### config.mk
export PLATFORM = sky130hd
export DESIGN_NAME = udt_top
export DESIGN_NICKNAME = d
export VERILOG_FILES = /design/src/pkg/udt_pkg.sv /design/src/pkg/udt_pin_if.sv /design/src/hw/udt_edge.sv /design/src/hw/udt_top.sv
export SDC_FILE = /design/constraint.sdc
export NUM_CORES = 1
export LEC_CHECK = 0
export BUFFER_PORTS_ARGS = -buffer_cell sky130_fd_sc_hd__buf_2
export CORE_MARGIN = 4
export CORE_UTILIZATION = 66
export CTS_CLUSTER_DIAMETER = 150
export DETAILED_ROUTE_END_ITERATION = 12
export GPL_ROUTABILITY_DRIVEN = 0
export PLACE_DENSITY = 0.86
export SYNTH_ARGS = -nofsm -noshare
export SYNTH_HDL_FRONTEND = slang
export SYNTH_HIERARCHICAL = 1
export SYNTH_SLANG_ARGS = --single-unit
### constraint.sdc
create_clock -name clk_sys -period 4.9 [get_ports clk_sys]
set_input_delay 0.245 -clock clk_sys [delete_from_list [all_inputs] [get_ports clk_sys]]
set_output_delay 0.245 -clock clk_sys [all_outputs]
set_load 0.03 [all_outputs]
### src/pkg/udt_pkg.sv
// Purpose: constants for the up/down timer
// Assumes: register port addressed by 4-bit word index, 16-bit data
// Notes:   shared by the core and the pin front end
// Operation
// RULE1: pwm: cycle match is period end, irq, clear next tick
// RULE2: pwm: duty match ends active phase, raises duty irq
// RULE3: no compare writes while running
// RULE4: no active level change while running
// RULE5: pwm drives only from the second period
// RULE6: up/down mode counts pin events per decode mode
// RULE7: mode 1: count edge, down if direction high
// RULE8: mode 2: count edge up, direction edge down
// RULE9: mode 2: both edges at once hold the counter
// RULE10: mode 3: count edge, up if direction high
// RULE11: mode 4: every edge of both pins, phase gives direction
// RULE12: mode 4: edge selections ignored
// RULE13: mode 4: both edges at once keep direction
// RULE14: sub-mode A: clear by pin, cycle match up, or both
// RULE15: sub-mode A cycle match: up clears, down decrements, irq
// RULE16: sub-mode A: down at zero reloads cycle compare
// RULE17: sub-mode B cycle match: up clears with irq, down only decrements
// RULE18: sub-mode B duty match: up increments, down clears with duty irq
// RULE19: compare channel raises irq on counter match
// RULE20: capture channel latches counter, irq on trigger edge
// RULE21: match irqs come at the count tick after the match
// RULE22: status bit 0 direction flag updates every clock; the code updates it only on up/down count events while running
// RULE23: trigger edges rise, fall or both; channel b picks input a or b
// RULE24: no capture channel write, no back-to-back channel reads
// RULE25: pins synchronised before edge detection
package udt_pkg;
    // ==========================================================
    // register map, word index
    localparam logic [3:0] REG_CTRL  = 4'h0;
    localparam logic [3:0] REG_EDGE  = 4'h1;
    localparam logic [3:0] REG_CYC   = 4'h2;
    localparam logic [3:0] REG_DUTY  = 4'h3;
    localparam logic [3:0] REG_CHA   = 4'h4;
    localparam logic [3:0] REG_CHB   = 4'h5;
    localparam logic [3:0] REG_CNT   = 4'h6;
    localparam logic [3:0] REG_STAT  = 4'h7;
    // ==========================================================
    // control register fields
    localparam int CTL_RUN   = 0;
    localparam int CTL_UDC   = 1;
    localparam int CTL_SUB   = 2;
    localparam int CTL_CLRLO = 3;
    localparam int CTL_CLRHI = 4;
    localparam int CTL_RLD   = 5;
    localparam int CTL_ALVT  = 6;
    localparam int CTL_DMLO  = 7;
    localparam int CTL_DMHI  = 9;
    localparam int CTL_CMA   = 10;
    localparam int CTL_CMB   = 11;
    localparam int CTL_BSEL  = 12;
    // status fields
    localparam int STA_DIR   = 0;
    localparam int STA_HIT   = 1;
    // ==========================================================
    // reset values
    localparam logic [15:0] CTRL_RST = 16'h0000;
    localparam logic [7:0]  EDGE_RST = 8'h00;
    localparam logic [15:0] DATA_RST = 16'h0000;
    // internal count clock divider, last prescaler value, one tick every PRE_LAST+1 cycles
    localparam logic [2:0]  PRE_LAST = 3'h1;
    // ==========================================================
    // pin indices inside the front end vectors
    localparam int PIN_CNT = 0;
    localparam int PIN_DIR = 1;
    localparam int PIN_CLR = 2;
    localparam int PIN_TRA = 3;
    localparam int PIN_TRB = 4;
    localparam int PIN_N   = 5;
    // decode modes of the up/down counter
    typedef enum logic [2:0] {
        UDT_DM_OFF   = 3'b000,
        UDT_DM_MODE1 = 3'b100,
        UDT_DM_MODE2 = 3'b101,
        UDT_DM_MODE3 = 3'b110,
        UDT_DM_MODE4 = 3'b111
    } udt_dmode_t;
endpackage

### src/pkg/udt_pin_if.sv
`timescale 1ns/1ps
// Purpose: synchronised pin levels and edges
// Assumes: one clock domain
// Notes:   front end drives, core only reads
interface udt_pin_if;
    logic [4:0] lvl;
    logic [4:0] rise;
    logic [4:0] fall;
    modport src (output lvl, rise, fall);
    modport snk (input  lvl, rise, fall);
endinterface // udt_pin_if

### src/hw/udt_edge.sv
`timescale 1ns/1ps
// Purpose: pin synchroniser and edge detector for the timer core
// Assumes: pins slow against clk_sys
// Notes:   three stages; the first is read only by the second
module udt_edge import udt_pkg::*; (
    // clock and reset
    input  wire logic       clk_sys,
    input  wire logic       rstn,
    // raw pins
    input  wire logic [4:0] pin_raw,
    // toward core
    udt_pin_if.src          pin
);
    logic [4:0] s1_q;
    logic [4:0] s2_q;
    logic [4:0] s3_q;

    // ==========================================================
    // synchroniser chain
    always_ff @(posedge clk_sys or negedge rstn) begin
        if (!rstn) begin
            s1_q <= 5'h00;
            s2_q <= 5'h00;
            s3_q <= 5'h00;
        end else begin
            s1_q <= pin_raw; // [RULE25]
            s2_q <= s1_q;
            s3_q <= s2_q;
        end
    end

    // edges seen on synchronised levels only
    assign pin.lvl  = s2_q;
    assign pin.rise = s2_q & ~s3_q; // [RULE25]
    assign pin.fall = ~s2_q & s3_q;
endmodule // udt_edge

### src/hw/udt_top.sv
`timescale 1ns/1ps
// Purpose: 16-bit up/down timer with pwm, quadrature decode, two channels
// Assumes: register port strobes one cycle long, read data one cycle later
// Notes:   internal count tick is clk_sys divided by PRE_LAST+1
module udt_top import udt_pkg::*; (
    // clock and reset
    input  wire logic        clk_sys,
    input  wire logic        rstn,
    // register port
    input  wire logic [3:0]  reg_addr,
    input  wire logic [15:0] reg_wdata,
    input  wire logic        reg_wr,
    input  wire logic        reg_rd,
    output logic      [15:0] reg_rdata,
    // external pins
    input  wire logic        count_input_pin,
    input  wire logic        direction_input_pin,
    input  wire logic        external_clear_pin,
    input  wire logic        trigger_input_a,
    input  wire logic        trigger_input_b,
    // outputs
    output logic             pwm_out,
    output logic             cycle_match_irq,
    output logic             duty_match_irq,
    output logic             channel_a_irq,
    output logic             channel_b_irq
);
    // ==========================================================
    // state
    logic [15:0] ctrl_q;
    logic [7:0]  edge_q;
    logic [15:0] cycle_compare_q;
    logic [15:0] duty_compare_q;
    logic [15:0] chan_a_q;
    logic [15:0] chan_b_q;
    logic [15:0] cnt_q;
    logic [15:0] cnt_d;
    logic [2:0]  pre_q;
    logic        dir_dn_q;
    logic        dir_dn_d;
    logic        hit_q;
    logic        pwm_ok_q;
    logic        pwm_ok_d;
    logic        pwm_act_q;
    logic        pwm_act_d;
    logic [15:0] rdata_q;
    logic [15:0] rd_mux;
    logic        pwm_q;
    logic        cyc_irq_q;
    logic        duty_irq_q;
    logic        a_irq_q;
    logic        b_irq_q;

    udt_pin_if pin ();

    // ==========================================================
    // pin front end
    udt_edge u_edge (
        .clk_sys (clk_sys),
        .rstn    (rstn),
        .pin_raw ({trigger_input_b, trigger_input_a, external_clear_pin,
                   direction_input_pin, count_input_pin}),
        .pin     (pin)
    );

    // edge qualifier: sel bit0 rising, bit1 falling
    function automatic logic edge_hit(input logic [1:0] sel,
                                      input logic r, input logic f);
        return (sel[0] & r) | (sel[1] & f);
    endfunction

    // ==========================================================
    // control fields
    wire       run     = ctrl_q[CTL_RUN];
    wire       udc     = ctrl_q[CTL_UDC];
    wire       subb    = ctrl_q[CTL_SUB];
    wire       clr_ext = ctrl_q[CTL_CLRLO];
    wire       clr_cmp = ctrl_q[CTL_CLRHI];
    wire       rld     = ctrl_q[CTL_RLD];
    wire       alvt    = ctrl_q[CTL_ALVT];
    wire       cma     = ctrl_q[CTL_CMA];
    wire       cmb     = ctrl_q[CTL_CMB];
    wire       bsel    = ctrl_q[CTL_BSEL];
    wire [2:0] dmode   = ctrl_q[CTL_DMHI:CTL_DMLO];

    // ==========================================================
    // up/down decoding
    wire a_lvl = pin.lvl[PIN_CNT];
    wire b_lvl = pin.lvl[PIN_DIR];
    wire ci = edge_hit(edge_q[1:0], pin.rise[PIN_CNT], pin.fall[PIN_CNT]);
    wire cd = edge_hit(edge_q[3:2], pin.rise[PIN_DIR], pin.fall[PIN_DIR]);
    // mode 4 takes every edge, selections ignored
    wire qa = pin.rise[PIN_CNT] | pin.fall[PIN_CNT]; // [RULE12]
    wire qb = pin.rise[PIN_DIR] | pin.fall[PIN_DIR]; // [RULE12]
    wire m1 = (dmode == UDT_DM_MODE1);
    wire m2 = (dmode == UDT_DM_MODE2);
    wire m3 = (dmode == UDT_DM_MODE3);
    wire m4 = (dmode == UDT_DM_MODE4);

    // one step per event, none on a mode 2 collision
    wire ud_step = (m1 & ci)          // [RULE7]
                 | (m2 & (ci ^ cd))   // [RULE8] [RULE9]
                 | (m3 & ci)          // [RULE10]
                 | (m4 & (qa | qb));  // [RULE11]

    // quadrature: a leading b counts up
    wire q_dn = (qa & qb) ? dir_dn_q         // [RULE13]
              : qa        ? ~(a_lvl ^ b_lvl) // [RULE11]
              :             (a_lvl ^ b_lvl);
    wire ud_dn = m1 ? b_lvl    // [RULE7]
               : m2 ? cd       // [RULE8]
               : m3 ? ~b_lvl   // [RULE10]
               :      q_dn;

    // ==========================================================
    // count tick and compares
    wire pre_tick = (pre_q == PRE_LAST);
    // pins only in up/down mode
    wire step    = run & (udc ? ud_step : pre_tick); // [RULE6]
    wire dn      = udc & ud_dn;
    wire ext_clr = run & udc & ~subb & clr_ext
                 & pin.rise[PIN_CLR]; // [RULE14]
    wire hit_cyc  = (cnt_q == cycle_compare_q);
    wire hit_duty = (cnt_q == duty_compare_q);
    wire hit_a    = (cnt_q == chan_a_q);
    wire hit_b    = (cnt_q == chan_b_q);
    wire at_zero  = (cnt_q == DATA_RST);
    wire [15:0] cnt_inc = cnt_q + 16'h0001;
    wire [15:0] cnt_dec = cnt_q - 16'h0001;

    // ==========================================================
    // counter next value
    always_comb begin
        cnt_d = cnt_q;
        if (!run) begin
            cnt_d = DATA_RST;
        end else if (ext_clr) begin
            cnt_d = DATA_RST; // [RULE14]
        end else if (step) begin
            if (!udc) begin
                cnt_d = hit_cyc ? DATA_RST : cnt_inc; // [RULE1]
            end else if (!subb) begin
                if (!dn) begin
                    cnt_d = (hit_cyc & clr_cmp) ? DATA_RST
                                                : cnt_inc; // [RULE15]
                end else begin
                    cnt_d = (at_zero & rld) ? cycle_compare_q
                                            : cnt_dec; // [RULE16]
                end
            end else begin
                if (!dn) begin
                    cnt_d = hit_cyc ? DATA_RST : cnt_inc; // [RULE17]
                end else begin
                    cnt_d = hit_duty ? DATA_RST : cnt_dec; // [RULE18]
                end
            end
        end
    end

    // ==========================================================
    // interrupt sources, match irqs raised on the tick after a match, capture irqs on the trigger edge
    wire cyc_irq_d  = step & hit_cyc
                    & (~udc | ~subb | ~dn); // [RULE15] [RULE17] [RULE21]
    wire duty_irq_d = step & hit_duty
                    & (~udc | ~subb | dn);  // [RULE2] [RULE18] [RULE21]
    wire trg_b  = bsel ? pin.rise[PIN_TRB] : pin.rise[PIN_TRA];
    wire trg_bf = bsel ? pin.fall[PIN_TRB] : pin.fall[PIN_TRA];
    wire cap_a  = run & ~cma & edge_hit(edge_q[5:4],
                  pin.rise[PIN_TRA], pin.fall[PIN_TRA]); // [RULE23]
    wire cap_b  = run & ~cmb
                & edge_hit(edge_q[7:6], trg_b, trg_bf); // [RULE23]
    wire a_irq_d = cma ? (step & hit_a) : cap_a; // [RULE19] [RULE20]
    wire b_irq_d = cmb ? (step & hit_b) : cap_b; // [RULE19] [RULE20]

    // ==========================================================
    // pwm waveform: active from period start until duty match
    assign pwm_act_d = run & ~udc & ((step & hit_cyc) ? 1'b1   // [RULE1]
                     : (step & hit_duty) ? 1'b0 : pwm_act_q);  // [RULE2]
    // first period only arms the output
    assign pwm_ok_d  = run & ~udc
                     & (pwm_ok_q | (step & hit_cyc)); // [RULE5]
    wire   pwm_d     = (pwm_ok_d & pwm_act_d) ? ~alvt : alvt;

    // direction flag follows the decoder on each up/down count event while running
    assign dir_dn_d  = (udc & run & ud_step) ? ud_dn : dir_dn_q; // [RULE22]

    // ==========================================================
    // register port decode
    wire wr_ctl  = reg_wr & (reg_addr == REG_CTRL);
    wire wr_edge = reg_wr & (reg_addr == REG_EDGE);
    wire wr_cyc  = reg_wr & (reg_addr == REG_CYC);
    wire wr_duty = reg_wr & (reg_addr == REG_DUTY);
    // capture channels ignore writes
    wire wr_cha  = reg_wr & (reg_addr == REG_CHA) & cma;
    wire wr_chb  = reg_wr & (reg_addr == REG_CHB) & cmb;
    wire rd_stat = reg_rd & (reg_addr == REG_STAT);

    // read selection, unmapped reads zero
    always_comb begin
        unique case (reg_addr)
            REG_CTRL: rd_mux = ctrl_q;
            REG_EDGE: rd_mux = {8'h00, edge_q};
            REG_CYC:  rd_mux = cycle_compare_q;
            REG_DUTY: rd_mux = duty_compare_q;
            REG_CHA:  rd_mux = chan_a_q;
            REG_CHB:  rd_mux = chan_b_q;
            REG_CNT:  rd_mux = cnt_q;
            REG_STAT: rd_mux = {14'h0000, hit_q, dir_dn_q}; // [RULE22]
            default:  rd_mux = 16'h0000;
        endcase
    end

    // ==========================================================
    // software registers
    always_ff @(posedge clk_sys or negedge rstn) begin
        if (!rstn) begin
            ctrl_q          <= CTRL_RST;
            edge_q          <= EDGE_RST;
            cycle_compare_q <= DATA_RST;
            duty_compare_q  <= DATA_RST;
        end else begin
            if (wr_ctl)  ctrl_q          <= reg_wdata;
            if (wr_edge) edge_q          <= reg_wdata[7:0];
            if (wr_cyc)  cycle_compare_q <= reg_wdata;
            if (wr_duty) duty_compare_q  <= reg_wdata;
        end
    end

    // capture beats a write
    always_ff @(posedge clk_sys or negedge rstn) begin
        if (!rstn) begin
            chan_a_q <= DATA_RST;
            chan_b_q <= DATA_RST;
        end else begin
            if (cap_a)       chan_a_q <= cnt_q; // [RULE20]
            else if (wr_cha) chan_a_q <= reg_wdata;
            if (cap_b)       chan_b_q <= cnt_q; // [RULE20]
            else if (wr_chb) chan_b_q <= reg_wdata;
        end
    end

    // counter, prescaler and direction
    always_ff @(posedge clk_sys or negedge rstn) begin
        if (!rstn) begin
            cnt_q    <= DATA_RST;
            pre_q    <= 3'h0;
            dir_dn_q <= 1'b0;
        end else begin
            cnt_q    <= cnt_d;
            pre_q    <= (!run || pre_tick) ? 3'h0 : pre_q + 3'h1;
            dir_dn_q <= dir_dn_d;
        end
    end

    // match record: set wins over the clearing status read
    always_ff @(posedge clk_sys or negedge rstn) begin
        if (!rstn) begin
            hit_q <= 1'b0;
        end else begin
            hit_q <= cyc_irq_d | (hit_q & ~rd_stat); // [RULE1]
        end
    end

    // registered outputs
    always_ff @(posedge clk_sys or negedge rstn) begin
        if (!rstn) begin
            rdata_q    <= 16'h0000;
            pwm_act_q  <= 1'b0;
            pwm_ok_q   <= 1'b0;
            pwm_q      <= 1'b0;
            cyc_irq_q  <= 1'b0;
            duty_irq_q <= 1'b0;
            a_irq_q    <= 1'b0;
            b_irq_q    <= 1'b0;
        end else begin
            rdata_q    <= reg_rd ? rd_mux : 16'h0000;
            pwm_act_q  <= pwm_act_d;
            pwm_ok_q   <= pwm_ok_d;
            pwm_q      <= pwm_d;
            cyc_irq_q  <= cyc_irq_d;
            duty_irq_q <= duty_irq_d;
            a_irq_q    <= a_irq_d;
            b_irq_q    <= b_irq_d;
        end
    end

    assign reg_rdata       = rdata_q;
    assign pwm_out         = pwm_q;
    assign cycle_match_irq = cyc_irq_q;
    assign duty_match_irq  = duty_irq_q;
    assign channel_a_irq   = a_irq_q;
    assign channel_b_irq   = b_irq_q;
endmodule // udt_top

# Word level (Yosys, flattened, before mapping)

Index checks and enable logic that the tools add are counted.

Flip-flop bits (word level): 147
Latch bits: 0
Memory bits (writable): 0
ROM bits: 0
Input port bits: 29
Output and inout port bits: 21
Word-level logic and storage cells: 154
Memories: 0

Add/subtract/negate cells: 3
Multipliers: 0
Div/mod/pow operators: 0
Magnitude comparators: 0
Equal/unequal tests: 17
Shift operators: 0
Muxes and demuxes: 31
Bitwise operators: 76
Reduce and logical (&&, ||, !) cells: 6

Operators by type and width:

| kind                                                | number |
|---|---|
| two-way mux 16 bit                                  | 16 |
| one-hot mux 16 bit (8 select lines)                 | 1 |
| == test 16 bit                                      | 4 |
| AND 1 bit                                           | 46 |
| adder 16 x 1 -> 16 bit (second input constant)      | 1 |
| == test 4 x 3 -> 1 bit (second input constant)      | 4 |
| zero test 16 bit                                    | 1 |
| subtractor 16 x 1 -> 16 bit (second input constant) | 1 |
| OR 1 bit                                            | 15 |
| two-way mux 1 bit                                   | 13 |
| == test 3 bit (second input constant)               | 4 |
| AND 5 bit                                           | 2 |
| inverter 5 bit                                      | 2 |
| inverter 1 bit                                      | 9 |
| == test 4 x 2 -> 1 bit (second input constant)      | 2 |
| == test 4 x 1 -> 1 bit (second input constant)      | 1 |
| zero test 4 bit                                     | 1 |
| nonzero test 2 bit                                  | 2 |
| adder 3 x 1 -> 3 bit (second input constant)        | 1 |
| == test 3 x 1 -> 1 bit (second input constant)      | 1 |
| two-way mux 3 bit                                   | 1 |
| != test 3 x 1 -> 1 bit (second input constant)      | 1 |
| XOR 1 bit                                           | 2 |
| zero test 1 bit                                     | 1 |
| logical OR 1 bit                                    | 1 |

# Depth between registers and ports, before layout

Depth after elaboration: 17
Gate-level depth with buffers: 10
Gate-level depth less buffers: 8

# Hierarchy

The synthesis kept the hierarchy.

By module, submodules not included:

| module   | instances | cells an instance | area each (µm²) | sequential area each (µm²) |
|---|---|---|---|---|
| udt_top  | 1         | 845               | 8,134.1         | 3,303.2 |
| udt_edge | 1         | 25                | 462.9           | 375.4 |

# Least setup slack after synthesis

No wires, ideal clock.

Kind: register to register
From: register u_edge.s2_q[1] (netlist: u_edge/pin.lvl[1])
To: register cnt_q[10]
Setup time: 0.140 ns
Arrival time: 2.171 ns
Required time: 4.760 ns
Slack: 2.589 ns
Cell stages (with the launch flop): 9
Path buffers: 1
Period minus slack after synthesis: 2.311 ns
Cell sequence: dfrtp_1 > and2b_2 > or4_4 > a31o_2 > clkbuf_8 > nand3_1 > o21ai_0 > a211oi_1 > a211oi_1

Elaborated cells between the ends (all ways): 34
Classes of those cells: eq/ne (1); mux (13); bitwise (20)

RTL lines:

| item                                  | line                           | source |
|---|---|---|
| from (decl)                           | udt_edge.sv:15                 | `logic [4:0] s2_q;` |
| from (signal assigned)                | udt_edge.sv:27                 | `s2_q <= s1_q;` |
| AND 5 bit (*)                         | udt_edge.sv:34                 | `assign pin.rise = s2_q & ~s3_q;` |
| via pin.rise[1]                       | udt_pin_if.sv:7                | `logic [4:0] rise;` |
| OR 1 bit                              | udt_top.sv:94                  | `wire qb = pin.rise[PIN_DIR] \| pin.fall[PIN_DIR];` |
| AND 1 bit                             | udt_top.sv:107                 | `wire q_dn = (qa & qb) ? dir_dn_q` |
| two-way mux 1 bit                     | udt_top.sv:107                 |  |
| two-way mux 1 bit                     | udt_top.sv:112                 | `: m3 ? ~b_lvl` |
| two-way mux 1 bit                     | udt_top.sv:111                 | `: m2 ? cd` |
| two-way mux 1 bit                     | udt_top.sv:110                 | `wire ud_dn = m1 ? b_lvl` |
| AND 1 bit                             | udt_top.sv:120                 | `wire dn = udc & ud_dn;` |
| two-way mux 16 bit (on tied branches) | udt_top.sv:143, udt_top.sv:151 |  |
| two-way mux 16 bit                    | udt_top.sv:142                 | `end else if (!subb) begin` |
| two-way mux 16 bit                    | udt_top.sv:140                 | `if (!udc) begin` |
| two-way mux 16 bit                    | udt_top.sv:139                 | `end else if (step) begin` |
| two-way mux 16 bit                    | udt_top.sv:137                 | `end else if (ext_clr) begin` |
| two-way mux 16 bit                    | udt_top.sv:135                 | `if (!run) begin` |
| to (signal assigned)                  | udt_top.sv:249                 | `cnt_q <= cnt_d;` |
| to (decl)                             | udt_top.sv:36                  | `logic [15:0] cnt_q;` |

The timed path passes the listed nets; every way through them passes the cells marked *. The select of a mux whose other input is x is not followed.
A chain may end at the register's enable or synchronous reset.

# Final worst setup path

From: register cnt_q[2]
To: register cnt_q[5]

Word-level cells in the longest chain between the ends: 9
Elaborated cells between the ends (all ways): 18
Classes of those cells: add/sub (2); eq/ne (2); mux (11); bitwise (2); reduce/logical (1)

RTL lines:

| item                                                           | line |
|---|---|
| branches (longest 5 deep; another with adder 16 x 1 -> 16 bit) | - |
| two-way mux 16 bit (*)                                         | udt_top.sv:140 |
| two-way mux 16 bit (*)                                         | udt_top.sv:139 |
| two-way mux 16 bit (*)                                         | udt_top.sv:137 |
| two-way mux 16 bit (*)                                         | udt_top.sv:135 |

Every way passes the cells marked *. The select of a mux whose other input is x is not followed.

==> summary.md <==
| Metric | Value |
|---|---|
| Outcome | finished, violations left |
| Failing checks | max-capacitance violations, max-slew violations |
| Worst-case clock buffer depth | 2 |
| Pwr Total | 0.00502 W |
| Initial cell density of the core | 0.678 |
| Min Clock Period, post-route | 3.18 ns |
| RSZ-0062 raised after global routing | no |
| Post-Syn Instances | 869 |
| First-pass GRT wire length | 42700 um |
| Setup violations, final | 0 |
| CP required | 5.21 ns |
| Final WS setup | 1.72 ns |
| Detail Route Antenna Nets | 0 |
| Crit path to | cnt_q[5] |
| FF-to-FF Start | cnt_q[2] |
| R2R depth | 7 |
| Root Buffer | clkbuf_16 |
| Syn Area/Cell | 9.88 um^2 |
| Ports | 50 |
| Setup TNS | 0 ns |
| Row cnt | 41 |
| Worst-path fanout max | 23 |
| Area Overhead vs Synth | 10.3% |
| DR WL/cell | 25.4 um |
| Crit. Startpoint | cnt_q[2] |
| Top layer in use | met4 |
| GRT Util Overall | 0.377 |
| Hpwl dp | 17500 um |
| Reg-to-Reg End | cnt_q[5] |
| Drt total wl | 27100 um |
| Fin Clk Skew | 0.0124 ns |
| Crit path DAT | 3.49 ns |
| Port Buffers | 49 |
| Die Wd | 122 um |
| Max_slew headroom | -0.0367 |
| Clock buffer count from CTS | 17 |
| Pleak | 4.00 nW |
| PostCTS Resize Cnt | 0 |
| Die ar. | 14900 um^2 |
| Slew Viols, Final | 17 |
| Share of the cycle needed by the critical path after routing | 0.650 |
| Pwr/cell area | 530 nW/um^2 |
| Number of global-route vias before repair | 7878 |
| HP Class | in2reg |
| DP Worst Slack | 1.86 ns |
| Clock sink count | 147 |
| Initial antenna violation count | 0 |
| N_diodes | 0 |
| CP Capture Type | flip-flop |
| Htree depth | 4 |
| Tightest Pin Transition | 1.55 ns |
| Layout cells sized above 1 | 0.203 |
| Die height | 122 um |
| Drt pass-1 iters | 7 |
| VDD IR-drop max | 328 uV |
| Iteration-0 DRC Markers | 1562 |
| Routed wl met2 | 11900 um |
| Startpoint Class | flip-flop |
| Nets | 920 |
| Drt drc | 0 |
| Core area | 12700 um^2 |
| Metal3 WL | 3860 um |
| CTS tree | yes |
| Clock slew at reported path FFs | 0.06 ns |
| Routed met1 length | 9180 um |
| Via Count | 7808 |
| Post-CTS setup buffers | 0 |
| Utilization after layout | 0.748 |
| CTS Hold Bufs | 6 |
| Max-Cap Viols | 1 |
| Largest net degree at the start of global routing | 110 |
| Final hold viol count | 0 |
| Clock latency on the worst-skew pair | 0.44 ns |
| Mapped cell area | 8590 um^2 |
| Fmax | 314 MHz |
| Yosys Warn Count | 6 |
| Reg-to-reg slack, setup | 1.72 ns |
| Congestion Overflow GR | 0 |
| Net count after synthesis | 903 |
| Crit path kind | reg2reg |
| Via density per instance | 7.30 |
[flip-flops by register name (all words and copies together) (netlist names)]
name	cells
chan_b_q	16
pwm_act_q	1
cycle_match_irq	1
dir_dn_q	1
u_edge/pin.lvl	5
channel_a_irq	1
hit_q	1
reg_rdata	16
ctrl_q	16
u_edge/s1_q	5
edge_q	8
pwm_ok_q	1
pwm_out	1
duty_match_irq	1
pre_q	3
cnt_q	16
duty_compare_q	16
chan_a_q	16
u_edge/s3_q	5
channel_b_irq	1
cycle_compare_q	16
[per-stage QoR]
| stage | instance area, um^2 | instances | hold WS [ns] |
|---|---|---|---|
| 3_5_place_dp | 8820 | 1033 | 0.338 |
| 2_1_floorplan | 8590 | 869 | -0.0506 |
| 3_3_place_gp | 8820 | 1033 | 0.334 |
| 4_1_cts | 9480 | 1070 | 0.0803 |
| 6_report | 9480 | 1070 | 0.0864 |
| 5_1_grt | 9480 | 1070 | 0.114 |
[final cells by class]
type                    count  area, um^2
inverters                  12        45.0
fillers                   830        3190
multi-input cells         644        4560
repair buffers             64         379
well taps                 172         215
clock buffers              20         447
flip-flops and latches    147        3680
clock inverters            11         154
[metal layers]
metal / vias up / track usage
li1: 3199 / -
met1: 3634 / 0.477
met2: 743 / 0.561
met3: 232 / 0.104
met4: 0 / 0.267
met5: - / 0
[worst min-delay path by stage]
stage	startpoint	end	slack, ns	depth (start not counted)
6_report	reg_wdata[11]	chan_b_q[11]	0.09	3
3_5_place_dp	u_edge/s1_q[3]	u_edge/pin.lvl[3]	0.34	0
2_1_floorplan	rstn	chan_a_q[0]	-0.05	0
4_1_cts	reg_wdata[11]	chan_b_q[11]	0.08	3
3_3_place_gp	u_edge/s1_q[3]	u_edge/pin.lvl[3]	0.33	0
5_1_grt	reg_wdata[11]	chan_b_q[11]	0.11	3
[placed cells by master, fill, tap and decap left out, types with 6 or more instances in the layout]
master         instances
a211oi_1               8
nand4_1               12
mux2_2                60
nor2_1                56
buf_4                  9
a21oi_1               35
nand2b_1              10
o21ai_0               33
xnor2_1               56
a31oi_1               21
o22ai_1                7
nor3_1                22
xor2_1                35
nand3_1               24
nor2b_1                6
mux2i_1               25
dfrtp_1              147
and3_1                 7
dlygate4sd3_1          6
and2b_2                9
buf_2                 48
clkbuf_16             17
inv_1                 11
nor4_1                13
a22oi_1               56
nand2_1               69
[where the power goes]
group          total (W)  internal [W]  switching, W
Sequential       0.00198       0.00148      0.000501
Combinational    0.00170      0.000735      0.000966
Clock            0.00134      0.000813      0.000527
[critical path, stage by stage (launching register included)]
cell and delay (ns):
dfrtp_1 0.64, or4_4 0.70, nor3_2 0.23, nand4_2 0.53, or2_2 0.49, a32oi_1 0.22, o2bb2ai_1 0.14, o21ai_0 0.09
Note: power is estimated with default switching activity, not from simulation.
